===== src/logic/dma_chan_pkg.sv =====
/*
 * Constants for one DMA channel register block: APB offsets, control and
 * status field positions, reset values and pointer step encodings.
 * Assumes a 32-bit APB bus with word-aligned registers.
 */
package dma_chan_pkg;
	localparam int          ADDR_W             = 8;
	localparam logic [7:0]  OFS_A_CURRENT      = 8'h00;
	localparam logic [7:0]  OFS_A_START        = 8'h04;
	localparam logic [7:0]  OFS_B_CURRENT      = 8'h08;
	localparam logic [7:0]  OFS_B_START        = 8'h0C;
	localparam logic [7:0]  OFS_COUNT_REMAIN   = 8'h10;
	localparam logic [7:0]  OFS_COUNT_RELOAD   = 8'h14;
	localparam logic [7:0]  OFS_CONTROL        = 8'h1C;
	localparam logic [7:0]  OFS_STATUS         = 8'h20;

	localparam int          PTR_W              = 24;
	localparam int          CNT_W              = 16;
	localparam logic [15:0] COUNT_MAX          = 16'hFFFF;
	localparam logic [15:0] CONTROL_RESET      = 16'h0000;
	localparam logic [23:0] PTR_RESET          = 24'h000000;
	localparam logic [15:0] COUNT_RESET        = 16'h0000;

	// Control word fields
	localparam int          CTL_CHANNEL_ON     = 0;
	localparam int          CTL_DONE_IRQ_EN    = 1;
	localparam int          CTL_OVR_IRQ_EN     = 2;
	localparam int          CTL_WORD_SIZE      = 3;
	localparam int          CTL_MEM_TO_MEM     = 4;
	localparam int          CTL_DIRECTION      = 5;
	localparam int          CTL_RELOAD_MODE    = 6;
	localparam int          CTL_BURST_POLICY   = 7;
	localparam int          CTL_SOFT_REQUEST   = 8;
	localparam int          CTL_A_STEP_EN      = 9;
	localparam int          CTL_A_STEP_LO      = 10;
	localparam int          CTL_B_STEP_EN      = 12;
	localparam int          CTL_B_STEP_LO      = 13;
	localparam logic [15:0] CONTROL_WMASK      = 16'h7FFF;

	// Status fields
	localparam int          ST_TERMINAL        = 0;
	localparam int          ST_OVERRUN         = 1;
	localparam int          ST_BUSY            = 2;
	localparam int          ST_VALID           = 3;

	// Pointer step encodings
	localparam logic [1:0]  STEP_INC1          = 2'h0;
	localparam logic [1:0]  STEP_INC2          = 2'h1;
	localparam logic [1:0]  STEP_DEC1          = 2'h2;
	localparam logic [1:0]  STEP_DEC2          = 2'h3;
endpackage


===== src/logic/dma_channel_control_status.sv =====
/*
 * One DMA channel: APB register file, block counter, pointer stepping,
 * buffered and auto-initialize continuation, sticky status and interrupt.
 * Assumes the bus engine pulses XFER_DONE once per finished transfer cycle.
 */
`timescale 1ns/10ps
module dma_channel_control_status (
	input  wire logic        SYS_CLK,
	input  wire logic        RST_N,
	input  wire logic        PSEL,
	input  wire logic        PENABLE,
	input  wire logic        PWRITE,
	input  wire logic [7:0]  PADDR,
	input  wire logic [31:0] PWDATA,
	output logic      [31:0] PRDATA,
	output logic             PREADY,
	output logic             PSLVERR,
	input  wire logic        HW_TRANSFER_REQUEST,
	input  wire logic        XFER_DONE,
	output logic             XFER_REQ,
	output logic             HOLD_BUS,
	output logic             DIR_A_DEST,
	output logic             WORD_SIZE,
	output logic             MEM_TO_MEM,
	output logic      [23:0] A_ADDR,
	output logic      [23:0] B_ADDR,
	output logic             DMA_CLK_EN,
	output logic             IRQ
);
	logic [23:0] a_current_reg;
	logic [23:0] a_start_reg;
	logic [23:0] b_current_reg;
	logic [23:0] b_start_reg;
	logic [15:0] count_remaining_reg;
	logic [15:0] count_reload_reg;
	logic [15:0] control_reg;
	logic        terminal_reg;
	logic        overrun_reg;
	logic        valid_reg;

	logic        wr_en;
	logic        rd_en;
	logic        addr_hit;
	logic        busy;
	logic        request;
	logic        block_end;
	logic        reload_now;
	logic        auto_mode;
	logic        memory_mode;
	logic [15:0] count_wr_value;
	logic [15:0] reload_value;

	function automatic logic [23:0] step_ptr(input logic [23:0] p, input logic [1:0] s);
		case (s)
			dma_chan_pkg::STEP_INC1: step_ptr = p + 24'h000001;
			dma_chan_pkg::STEP_INC2: step_ptr = p + 24'h000002;
			dma_chan_pkg::STEP_DEC1: step_ptr = p - 24'h000001;
			default:                 step_ptr = p - 24'h000002;
		endcase
	endfunction

	// Every access completes in its first access cycle
	assign PREADY = 1'b1;
	assign wr_en  = PSEL & PENABLE & PWRITE;
	assign rd_en  = PSEL & PENABLE & ~PWRITE;

	always_comb begin
		case (PADDR)
			dma_chan_pkg::OFS_A_CURRENT,
			dma_chan_pkg::OFS_A_START,
			dma_chan_pkg::OFS_B_CURRENT,
			dma_chan_pkg::OFS_B_START,
			dma_chan_pkg::OFS_COUNT_REMAIN,
			dma_chan_pkg::OFS_COUNT_RELOAD,
			dma_chan_pkg::OFS_CONTROL,
			dma_chan_pkg::OFS_STATUS: addr_hit = 1'b1;
			default:                  addr_hit = 1'b0;
		endcase
	end

	assign PSLVERR = PSEL & PENABLE & ~addr_hit;

	assign auto_mode   = control_reg[dma_chan_pkg::CTL_RELOAD_MODE];
	assign memory_mode = control_reg[dma_chan_pkg::CTL_MEM_TO_MEM];
	assign busy        = control_reg[dma_chan_pkg::CTL_CHANNEL_ON] & (count_remaining_reg != 16'h0000);
	assign request     = HW_TRANSFER_REQUEST | control_reg[dma_chan_pkg::CTL_SOFT_REQUEST];

	// Nothing moves while disabled; the count reaching zero ends the block
	assign XFER_REQ  = busy & request;
	assign HOLD_BUS  = busy & request & control_reg[dma_chan_pkg::CTL_BURST_POLICY];
	assign block_end = busy & XFER_DONE & (count_remaining_reg == 16'h0001);
	assign reload_now = block_end & (auto_mode | valid_reg);

	// Zero written as a count stands for the longest block
	assign count_wr_value = (PWDATA[15:0] == 16'h0000) ? dma_chan_pkg::COUNT_MAX : PWDATA[15:0];
	assign reload_value   = (count_reload_reg == 16'h0000) ? dma_chan_pkg::COUNT_MAX : count_reload_reg;

	assign DIR_A_DEST = control_reg[dma_chan_pkg::CTL_DIRECTION];
	assign WORD_SIZE  = control_reg[dma_chan_pkg::CTL_WORD_SIZE];
	assign MEM_TO_MEM = memory_mode;
	assign A_ADDR     = a_current_reg;
	// Flyby shows no Device B address so nothing downstream latches a stale one
	assign B_ADDR     = memory_mode ? b_current_reg : dma_chan_pkg::PTR_RESET;
	// Single channel here: its enable alone keeps the DMA clock running
	assign DMA_CLK_EN = control_reg[dma_chan_pkg::CTL_CHANNEL_ON];
	assign IRQ = (terminal_reg & control_reg[dma_chan_pkg::CTL_DONE_IRQ_EN])
	           | (overrun_reg & control_reg[dma_chan_pkg::CTL_OVR_IRQ_EN]);

	always_ff @(posedge SYS_CLK or negedge RST_N) begin
		if (!RST_N) begin
			control_reg <= dma_chan_pkg::CONTROL_RESET;
		end else if (wr_en && PADDR == dma_chan_pkg::OFS_CONTROL) begin
			control_reg <= PWDATA[15:0] & dma_chan_pkg::CONTROL_WMASK;
		end
	end

	always_ff @(posedge SYS_CLK or negedge RST_N) begin
		if (!RST_N) begin
			a_start_reg      <= dma_chan_pkg::PTR_RESET;
			b_start_reg      <= dma_chan_pkg::PTR_RESET;
			count_reload_reg <= dma_chan_pkg::COUNT_RESET;
		end else if (wr_en) begin
			if (PADDR == dma_chan_pkg::OFS_A_START) begin
				a_start_reg <= PWDATA[23:0];
			end
			if (PADDR == dma_chan_pkg::OFS_B_START) begin
				b_start_reg <= PWDATA[23:0];
			end
			if (PADDR == dma_chan_pkg::OFS_COUNT_RELOAD) begin
				count_reload_reg <= PWDATA[15:0];
			end
		end
	end

	// Device A pointer: software write, block reload, then per-transfer step
	always_ff @(posedge SYS_CLK or negedge RST_N) begin
		if (!RST_N) begin
			a_current_reg <= dma_chan_pkg::PTR_RESET;
		end else if (wr_en && PADDR == dma_chan_pkg::OFS_A_CURRENT) begin
			a_current_reg <= PWDATA[23:0];
		end else if (reload_now) begin
			a_current_reg <= a_start_reg;
		end else if (busy && XFER_DONE && control_reg[dma_chan_pkg::CTL_A_STEP_EN]) begin
			a_current_reg <= step_ptr(a_current_reg,
				control_reg[dma_chan_pkg::CTL_A_STEP_LO +: 2]);
		end
	end

	// Device B pointer: software write in any mode, reload and step only in memory-to-memory transfers
	always_ff @(posedge SYS_CLK or negedge RST_N) begin
		if (!RST_N) begin
			b_current_reg <= dma_chan_pkg::PTR_RESET;
		end else if (wr_en && PADDR == dma_chan_pkg::OFS_B_CURRENT) begin
			b_current_reg <= PWDATA[23:0];
		end else if (reload_now && memory_mode) begin
			b_current_reg <= b_start_reg;
		end else if (busy && XFER_DONE && memory_mode && control_reg[dma_chan_pkg::CTL_B_STEP_EN]) begin
			b_current_reg <= step_ptr(b_current_reg,
				control_reg[dma_chan_pkg::CTL_B_STEP_LO +: 2]);
		end
	end

	// Writing enable 1 restarts a stopped channel from its pending reload count; pointers keep their values
	always_ff @(posedge SYS_CLK or negedge RST_N) begin
		if (!RST_N) begin
			count_remaining_reg <= dma_chan_pkg::COUNT_RESET;
		end else if (wr_en && PADDR == dma_chan_pkg::OFS_COUNT_REMAIN) begin
			count_remaining_reg <= count_wr_value;
		end else if (reload_now) begin
			count_remaining_reg <= reload_value;
		end else if (wr_en && PADDR == dma_chan_pkg::OFS_CONTROL
		             && PWDATA[dma_chan_pkg::CTL_CHANNEL_ON]
		             && count_remaining_reg == 16'h0000 && valid_reg) begin
			count_remaining_reg <= reload_value;
		end else if (busy && XFER_DONE) begin
			// Reaching zero here stops a buffered block with nothing pending
			count_remaining_reg <= count_remaining_reg - 16'h0001;
		end
	end

	// Sticky flags: a hardware set in the clear cycle wins over the clear
	always_ff @(posedge SYS_CLK or negedge RST_N) begin
		if (!RST_N) begin
			terminal_reg <= 1'b0;
			overrun_reg  <= 1'b0;
		end else begin
			if (block_end) begin
				terminal_reg <= 1'b1;
			end else if (wr_en && PADDR == dma_chan_pkg::OFS_STATUS && PWDATA[dma_chan_pkg::ST_TERMINAL]) begin
				terminal_reg <= 1'b0;
			end
			if (block_end && (auto_mode ? terminal_reg : ~valid_reg)) begin
				overrun_reg <= 1'b1;
			end else if (wr_en && PADDR == dma_chan_pkg::OFS_STATUS && PWDATA[dma_chan_pkg::ST_OVERRUN]) begin
				overrun_reg <= 1'b0;
			end
		end
	end

	always_ff @(posedge SYS_CLK or negedge RST_N) begin
		if (!RST_N) begin
			valid_reg <= 1'b0;
		end else if (wr_en && PADDR == dma_chan_pkg::OFS_COUNT_RELOAD) begin
			valid_reg <= 1'b1;
		end else if ((reload_now && !auto_mode)
		             || (wr_en && PADDR == dma_chan_pkg::OFS_CONTROL
		                 && PWDATA[dma_chan_pkg::CTL_CHANNEL_ON]
		                 && count_remaining_reg == 16'h0000 && valid_reg)) begin
			valid_reg <= 1'b0;
		end else if (wr_en && PADDR == dma_chan_pkg::OFS_STATUS && PWDATA[dma_chan_pkg::ST_VALID]) begin
			valid_reg <= 1'b0;
		end
	end

	// Read data is registered; reserved bits read zero
	always_ff @(posedge SYS_CLK or negedge RST_N) begin
		if (!RST_N) begin
			PRDATA <= 32'h00000000;
		end else if (PSEL && !PENABLE && !PWRITE) begin
			case (PADDR)
				dma_chan_pkg::OFS_A_CURRENT:    PRDATA <= {8'h00, a_current_reg};
				dma_chan_pkg::OFS_A_START:      PRDATA <= {8'h00, a_start_reg};
				dma_chan_pkg::OFS_B_CURRENT:    PRDATA <= {8'h00, b_current_reg};
				dma_chan_pkg::OFS_B_START:      PRDATA <= {8'h00, b_start_reg};
				dma_chan_pkg::OFS_COUNT_REMAIN: PRDATA <= {16'h0000, count_remaining_reg};
				dma_chan_pkg::OFS_COUNT_RELOAD: PRDATA <= {16'h0000, count_reload_reg};
				dma_chan_pkg::OFS_CONTROL:      PRDATA <= {16'h0000, control_reg};
				dma_chan_pkg::OFS_STATUS:       PRDATA <= {28'h0000000, valid_reg, busy,
				                                          overrun_reg, terminal_reg};
				default:                        PRDATA <= 32'h00000000;
			endcase
		end
	end
endmodule // dma_channel_control_status


===== config.mk =====
export PLATFORM = sky130hd
export DESIGN_NAME = dma_channel_control_status
export DESIGN_NICKNAME = d
export VERILOG_FILES = /design/src/logic/dma_chan_pkg.sv /design/src/logic/dma_channel_control_status.sv
export SDC_FILE = /design/constraint.sdc
export NUM_CORES = 1
export LEC_CHECK = 0
export BUFFER_PORTS_ARGS = -buffer_cell sky130_fd_sc_hd__buf_4
export CAP_MARGIN = 5
export CORE_UTILIZATION = 66
export CTS_CLUSTER_SIZE = 24
export DETAILED_ROUTE_END_ITERATION = 16
export PLACE_DENSITY = 0.88
export SYNTH_ARGS = -nofsm -noshare
export SYNTH_HDL_FRONTEND = slang
export SYNTH_SLANG_ARGS = --single-unit

===== constraint.sdc =====
create_clock -name SYS_CLK -period 9.7 [get_ports SYS_CLK]
set_input_delay 0.97 -clock SYS_CLK [delete_from_list [all_inputs] [get_ports SYS_CLK]]
set_output_delay 0.97 -clock SYS_CLK [all_outputs]
set_load 0.02 [all_outputs]

==> results of run 1 <==
## cell type report
type,count,area share [%]
repair buffers,134,6.58
inverters,24,0.587
flip-flops and latches,170,27.7
clock inverters,13,1.03
multi-input cells,1361,58.9
clock buffers,19,2.95
well taps,270,2.20
## path summary, 6_finish.rpt
check,cells past startpoint,slack [ns],end,startpoint
min,2,0.48,PRDATA[16],PRDATA[16]
max reg2reg,14,5.09,b_current_reg[17],control_reg[14]
max in group asynchronous,2,7.55,control_reg[9],RST_N
max,14,5.09,b_current_reg[17],control_reg[14]
min reg2reg,2,0.48,PRDATA[16],PRDATA[16]
min in group asynchronous,1,0.62,PRDATA[20],RST_N
## power by group
part | total, mW | switching [mW] | internal [mW] | leakage (nW)
sequential | 0.769 | 0.0403 | 0.729 | 2.34
clock | 0.715 | 0.315 | 0.400 | 0.299
combinational | 0.478 | 0.291 | 0.187 | 4.29
## routing by layer
| metal | wire length (um) | vias up | share of wire, % | GRT usage (%) |
|---|---|---|---|---|
| li1 | - | 6243 | - | - |
| met1 | 16700 | 6708 | 37 | 55.1 |
| met2 | 19900 | 1079 | 44 | 63.6 |
| met3 | 5920 | 229 | 13 | 9.75 |
| met4 | 2620 | 0 | 5.8 | 22.7 |
| met5 | 0 | - | 0 | 0 |
## logic make-up (layout without fill, tap and decap cells)
kind of cell / after synthesis / in the layout
AO/OA/AOI/OAI: 509 / 509
XOR/XNOR: 97 / 97
adder cells (fa/ha/maj): 52 / 52
buffers and inverters: 174 / 190
flip-flops: 170 / 170
multiplexers: 133 / 133
other: 2 / 9
AND/OR/NAND/NOR: 561 / 561
## metrics by stage
stage | cells | power [mW] | hold WS [ns]
after global routing | 1991 | 2.03 | 0.503
after CTS | 1991 | 1.94 | 0.483
after global placement | 1959 | 1.23 | 0.461
after detailed placement | 1959 | 1.24 | 0.466
after floorplan | 1705 | 1.11 | 0.488
final | 1991 | 1.96 | 0.478
## layout by cell type, fill, tap and decap left out, drive strengths merged, types with 16 or more instances in the layout
cell type,synthesis,final
and3,17,17
and2,31,31
o211ai,20,20
a21o,18,18
dfrtp,170,170
o21ai,121,121
mux2i,32,32
a211oi,21,21
inv,23,28
clkbuf,118,19
nand2,157,157
or3,20,20
xor2,35,35
nor2,144,144
a21oi,149,149
mux2,89,89
xnor2,62,62
buf,32,134
nand2b,16,16
a31oi,25,25
o22ai,40,40
nor3,52,52
nand3,55,55
a22oi,18,18
nor4,23,23
ha,50,50
## worst register-to-register path, cell delays in order, from the launching register on
cell and delay (ns):
dfrtp_1 0.32, buf_4 0.32, clkinv_1 0.41, nand2_1 0.79
ha_1 0.42, nor2b_1 0.17, o31ai_1 0.31, a31oi_1 0.23
a211o_1 0.40, a31oi_1 0.36, o21bai_1 0.11, a21oi_1 0.18
xor2_1 0.16, a21oi_1 0.11, o21a_1 0.20
==> impl_metrics.py, run 1 <==
metrics = {
    "timing": {
        "max-slew-margin-rel_pct": 10.1,
        "finalClockSkew_ns": 0.0128,
        "rsz0062_at_grt": "no",
        "setup_slack_ns": 5.09,
        "finalSetupViolations": 0,
        "worst_pin_slew_ns": 1.35,
        "slew_viol_final": 0,
        "post-route-min-period_ns": 4.61,
        "period_share_pct": 47.5,
        "fmax_mhz": 217,
        "setup-tns-final_ns": 0,
        "hold_violations": 0,
    },
    "yosys": {
        "ys_seq_elements": 170,
        "ys_async_sr_fraction_pct": 100,
        "synth_area_leader_cell": "dfrtp_1",
        "synth-seq-area-share_pct": 30.4,
        "synthSimpleGateAreaFrac_pct": 19.5,
        "muxShareOfSynthArea_pct": 11.4,
        "synthFlopType": "dfrtp_1",
        "synth_most_common_cell": "dfrtp_1",
        "synth_top_family_by_area": "compound AO/OA/AOI/OAI gates",
        "synthCells": 1698,
        "syn-cell-area_sq_um": 14000,
        "synth_top_area_share_pct": 30.4,
        "synthAdderAreaFrac_pct": 4.76,
        "synth_compound_area_share_pct": 22.7,
        "synth_common_cells": "dfrtp_1 (170), nand2_1 (156), a21oi_1 (149)",
        "synthTopCellsByArea": "dfrtp_1 (30%), mux2_2 (7.2%), a21oi_1 (5.3%)",
        "ys_warn_count": 0,
        "syn_area_per_cell_sq_um": 8.24,
        "synth_edf_count": 0,
        "synth_cell_types": 79,
        "synthXorXnorAreaFrac_pct": 6.08,
    },
    "global_routing": {
        "track_usage_pct": 41.7,
        "grt_pass1_wl_um": 71100,
        "gr-total-overflow": 0,
        "grt_max_degree": 102,
        "grt_pass1_vias": 13000,
        "grt_antenna_before_repair": 0,
    },
    "cts": {
        "numClockSinks": 170,
        "ctsLongestPathBuffers": 2,
        "cts_resized": 0,
        "tritoncts": "built",
        "cts_hold_buffers": 0,
        "clk_pin_slew_ns": 0.07,
        "cts_setup_buffers": 0,
        "clockRootBuffer": "clkbuf_16",
        "numCtsBuffers": 17,
        "htreeDepth": 4,
        "insertion_delay_ns": 0.44,
    },
    "critical_path": {
        "critPathBufInv": 2,
        "start_kind": "register",
        "critPathSlowestCell": "nand2_1",
        "crit_path_max_incr_delay_ns": 0.79,
        "cp.required_ns": 10.03,
        "cp_top_family": "compound AO/OA/AOI/OAI gates",
        "setup.worst_path.end_class": "register",
        "cp.arrival_ns": 4.93,
        "crit_type": "reg -> reg",
        "cp_cell_sequence": "buf_4 -> clkinv_1 -> nand2_1 -> ha_1 -> nor2b_1 -> o31ai_1 -> a31oi_1 -> a211o_1 -> a31oi_1 -> o21bai_1 -> a21oi_1 -> xor2_1 -> a21oi_1 -> o21a_1",
        "worstPathMaxFanout": 26,
    },
    "power": {
        "peakVddDrop_uv": 138,
        "powerDensity_nw_per_um2": 128,
        "leakage_nw": 6.93,
    },
    "cells_and_area": {
        "design_area_sq_um": 15300,
        "final_util_pct": 74.9,
        "n_antenna_cell": 0,
        "layout-drive-gt1-share_pct": 16.7,
        "seqCellArea_sq_um": 4250,
        "final_nets": 1807,
        "fillers": 1503,
        "synthToLayoutAreaGrowth_pct": 9.76,
        "multi_input_area_sq_um": 9050,
    },
    "hold_path": {
        "hp-class": "reg -> reg",
    },
    "routing": {
        "vias_per_cell": 7.16,
        "drt_first_iter_violations": 1881,
        "drt-pass1-iter-count": 7,
        "post_drt_wl_per_cell_um": 22.7,
        "vias": 14300,
        "drc": 0,
        "antenna_left": 0,
        "routed_wl_um": 45200,
    },
    "flow_run": {
        "max-cap-violations": 0,
    },
    "floorplan": {
        "core_area_sq_um": 20500,
        "initial_core_util_pct": 68.2,
        "die_w_um": 148,
        "ioPinCount": 136,
        "fp-row-count": 52,
        "die_area_sq_um": 21800,
        "die_height_um": 148,
    },
    "placement": {
        "routabilityCongestion": 0.987,
        "place_ws_ns": 5.26,
        "hpwl_um": 30900,
        "placed_cell_area_sq_um": 14700,
        "io_buffers": 118,
    },
    "status": {
        "outcome": "finished clean",
    },
}
Power figures use the tool's default switching activity.
==> run 2, diff against run 1 <==
--- a/config.mk
+++ b/config.mk
@@ -7,10 +7,10 @@
 export LEC_CHECK = 0
 export BUFFER_PORTS_ARGS = -buffer_cell sky130_fd_sc_hd__buf_4
 export CAP_MARGIN = 5
-export CORE_UTILIZATION = 66
+export CORE_UTILIZATION = 55
 export CTS_CLUSTER_SIZE = 24
 export DETAILED_ROUTE_END_ITERATION = 16
-export PLACE_DENSITY = 0.88
+export PLACE_DENSITY = 0.78
 export SYNTH_ARGS = -nofsm -noshare
 export SYNTH_HDL_FRONTEND = slang
 export SYNTH_SLANG_ARGS = --single-unit
==> constraint.sdc (replaced) <==
create_clock -name SYS_CLK -period 3.7 [get_ports SYS_CLK]
set_input_delay 0.37 -clock SYS_CLK [delete_from_list [all_inputs] [get_ports SYS_CLK]]
set_output_delay 0.37 -clock SYS_CLK [all_outputs]
set_load 0.02 [all_outputs]
==> run 2 against run 1 <==
Compared with the run above:
- the flow now finishes with violations (negative hold slack)
- largest cell class unchanged
- clock power grew to 2.6 times the previous value
- via count is 1.5% lower
- first-iteration DRC count is 24% lower
==> impl_metrics.py, run 2 (same netlist as run 1, synthesis figures left out) <==
metrics = {
    "status": {
        "violations": "negative hold slack",
        "outcome": "complete, but fails checks",
    },
    "placement": {
        "dp.cells": 2052,
        "place_ws_ns": 0.438,
        "hpwl_um": 32800,
        "io_buffers": 118,
        "placed_cell_area_sq_um": 15100,
        "routabilityCongestion": 1.00,
    },
    "critical_path": {
        "cp_cell_sequence": "clkinv_1 -> nand2_2 -> ha_1 -> nor2b_1 -> o31ai_1 -> a31oi_1 -> a211o_1 -> a31oi_1 -> o21bai_1 -> a21oi_1 -> xor2_1 -> a21oi_1 -> o21a_1",
        "crit_type": "reg -> reg",
        "cp.required_ns": 4.03,
        "crit_path_max_incr_delay_ns": 0.39,
        "rrSetupSlack_ns": 0.34,
        "reg2reg_to": "b_current_reg[17]",
        "rr_worst_depth": 13,
        "setup.worst_path.end_class": "register",
        "r2r_start": "control_reg[14]",
        "critPathSlowestCell": "ha_1",
        "cp.arrival_ns": 3.69,
        "start_kind": "register",
        "worstPathMaxFanout": 11,
    },
    "cells_and_area": {
        "final_util_pct": 63.9,
        "fillers": 2086,
        "most-common-layout-cells": "dfrtp_1 (170), buf_4 (170), nand2_1 (155), a21oi_1 (149), nor2_1 (143)",
        "design_area_sq_um": 15700,
        "synthToLayoutAreaGrowth_pct": 12.4,
        "multi_input_area_sq_um": 9060,
        "fin_cells": 2084,
        "final_nets": 1846,
        "seqCellArea_sq_um": 4250,
        "n_antenna_cell": 0,
        "layout-drive-gt1-share_pct": 18.5,
    },
    "power": {
        "powerDensity_nw_per_um2": 326,
        "finalPower_mw": 5.12,
        "peakVddDrop_uv": 337,
        "leakage_nw": 7.13,
    },
    "floorplan": {
        "die_area_sq_um": 26100,
        "fp-row-count": 57,
        "core_area_sq_um": 24600,
        "die_w_um": 161,
        "die_height_um": 161,
        "ioPinCount": 136,
        "initial_core_util_pct": 56.8,
    },
    "global_routing": {
        "gr-total-overflow": 0,
        "grt_antenna_before_repair": 0,
        "grt_pass1_vias": 13200,
        "grt_pass1_wl_um": 71800,
        "grt_max_degree": 87,
        "track_usage_pct": 35.0,
    },
    "routing": {
        "drt-pass1-iter-count": 8,
        "vias": 14000,
        "routed_wl_um": 45600,
        "drc": 0,
        "vias_per_cell": 6.74,
        "post_drt_wl_per_cell_um": 21.9,
        "antenna_left": 0,
        "drt_first_iter_violations": 1433,
    },
    "timing": {
        "rsz0062_at_grt": "no",
        "finalClockSkew_ns": 0.0141,
        "hold-worst-slack_ns": -0.0153,
        "slew_viol_final": 0,
        "worst_pin_slew_ns": 1.10,
        "max-slew-margin-rel_pct": 26.7,
        "finalSetupViolations": 0,
        "setup-tns-final_ns": 0,
        "fmax_mhz": 297,
        "hold_violations": 7,
        "period_share_pct": 90.8,
        "setup_slack_ns": 0.339,
        "post-route-min-period_ns": 3.36,
    },
    "cts": {
        "cts_resized": 0,
        "cts_hold_buffers": 0,
        "cts_setup_buffers": 0,
        "clk_pin_slew_ns": 0.07,
        "numClockSinks": 170,
        "insertion_delay_ns": 0.44,
        "ctsLongestPathBuffers": 2,
        "htreeDepth": 4,
        "numCtsBuffers": 17,
        "tritoncts": "built",
        "clockRootBuffer": "clkbuf_16",
    },
    "hold_path": {
        "hp-class": "in -> async",
    },
    "flow_run": {
        "max-cap-violations": 0,
    },
}
[run 2: changes by cell type in the layout (fill, tap and decap cells not counted), moves of 2 or more]
cell / change
clkbuf_8: -2
clkbuf_1: +2
buf_12: +2
buf_4: +37
[run 2: how the worst max path moves through the flow]
| stage | from | end | slack [ns] | cells after the start |
|---|---|---|---|---|
| after detailed placement | control_reg[11] | A_ADDR[13] | 0.44 | 11 |
| after global placement | control_reg[14] | b_current_reg[20] | 0.48 | 14 |
| after global routing | control_reg[14] | b_current_reg[16] | 0.07 | 14 |
| after floorplan | control_reg[11] | A_ADDR[14] | 0.03 | 15 |
| after CTS | control_reg[11] | A_ADDR[13] | 0.41 | 11 |
| final | control_reg[14] | b_current_reg[17] | 0.34 | 13 |
[run 2: routing by layer]
layer  part of all wire [%]  vias to the layer above  track usage, %
li1                       -                     6347               -
met3                     10                      122            6.81
met2                     46                      834            55.2
met1                     40                     6738            47.6
met5                      0                        -               0
met4                    3.7                        0            13.3
[run 2: cell type report]
| cell class | count | area share (%) |
|---|---|---|
| clock buffer | 19 | 2.75 |
| clock inverter | 13 | 0.995 |
| inverter | 24 | 0.573 |
| multi-input combinational | 1361 | 57.6 |
| sequential | 170 | 27.1 |
| tap | 324 | 2.58 |
| timing repair buffer | 173 | 8.44 |
[run 2: worst max-delay path, delay by kind of cell, from the launching register on]
kind	cells	cell delay, ns
AND/OR/NAND/NOR	2	0.34
buffers and inverters	1	0.07
AO/OA/AOI/OAI	8	1.92
adder cells (fa/ha/maj)	1	0.39
flip-flops	1	0.38
XOR/XNOR	1	0.16
[run 2: power breakdown]
| group | switching, mW | leakage [nW] | internal, mW |
|---|---|---|---|
| Sequential | 0.0900 | 2.34 | 1.91 |
| Clock | 0.816 | 0.287 | 1.01 |
| Combinational | 0.788 | 4.50 | 0.502 |
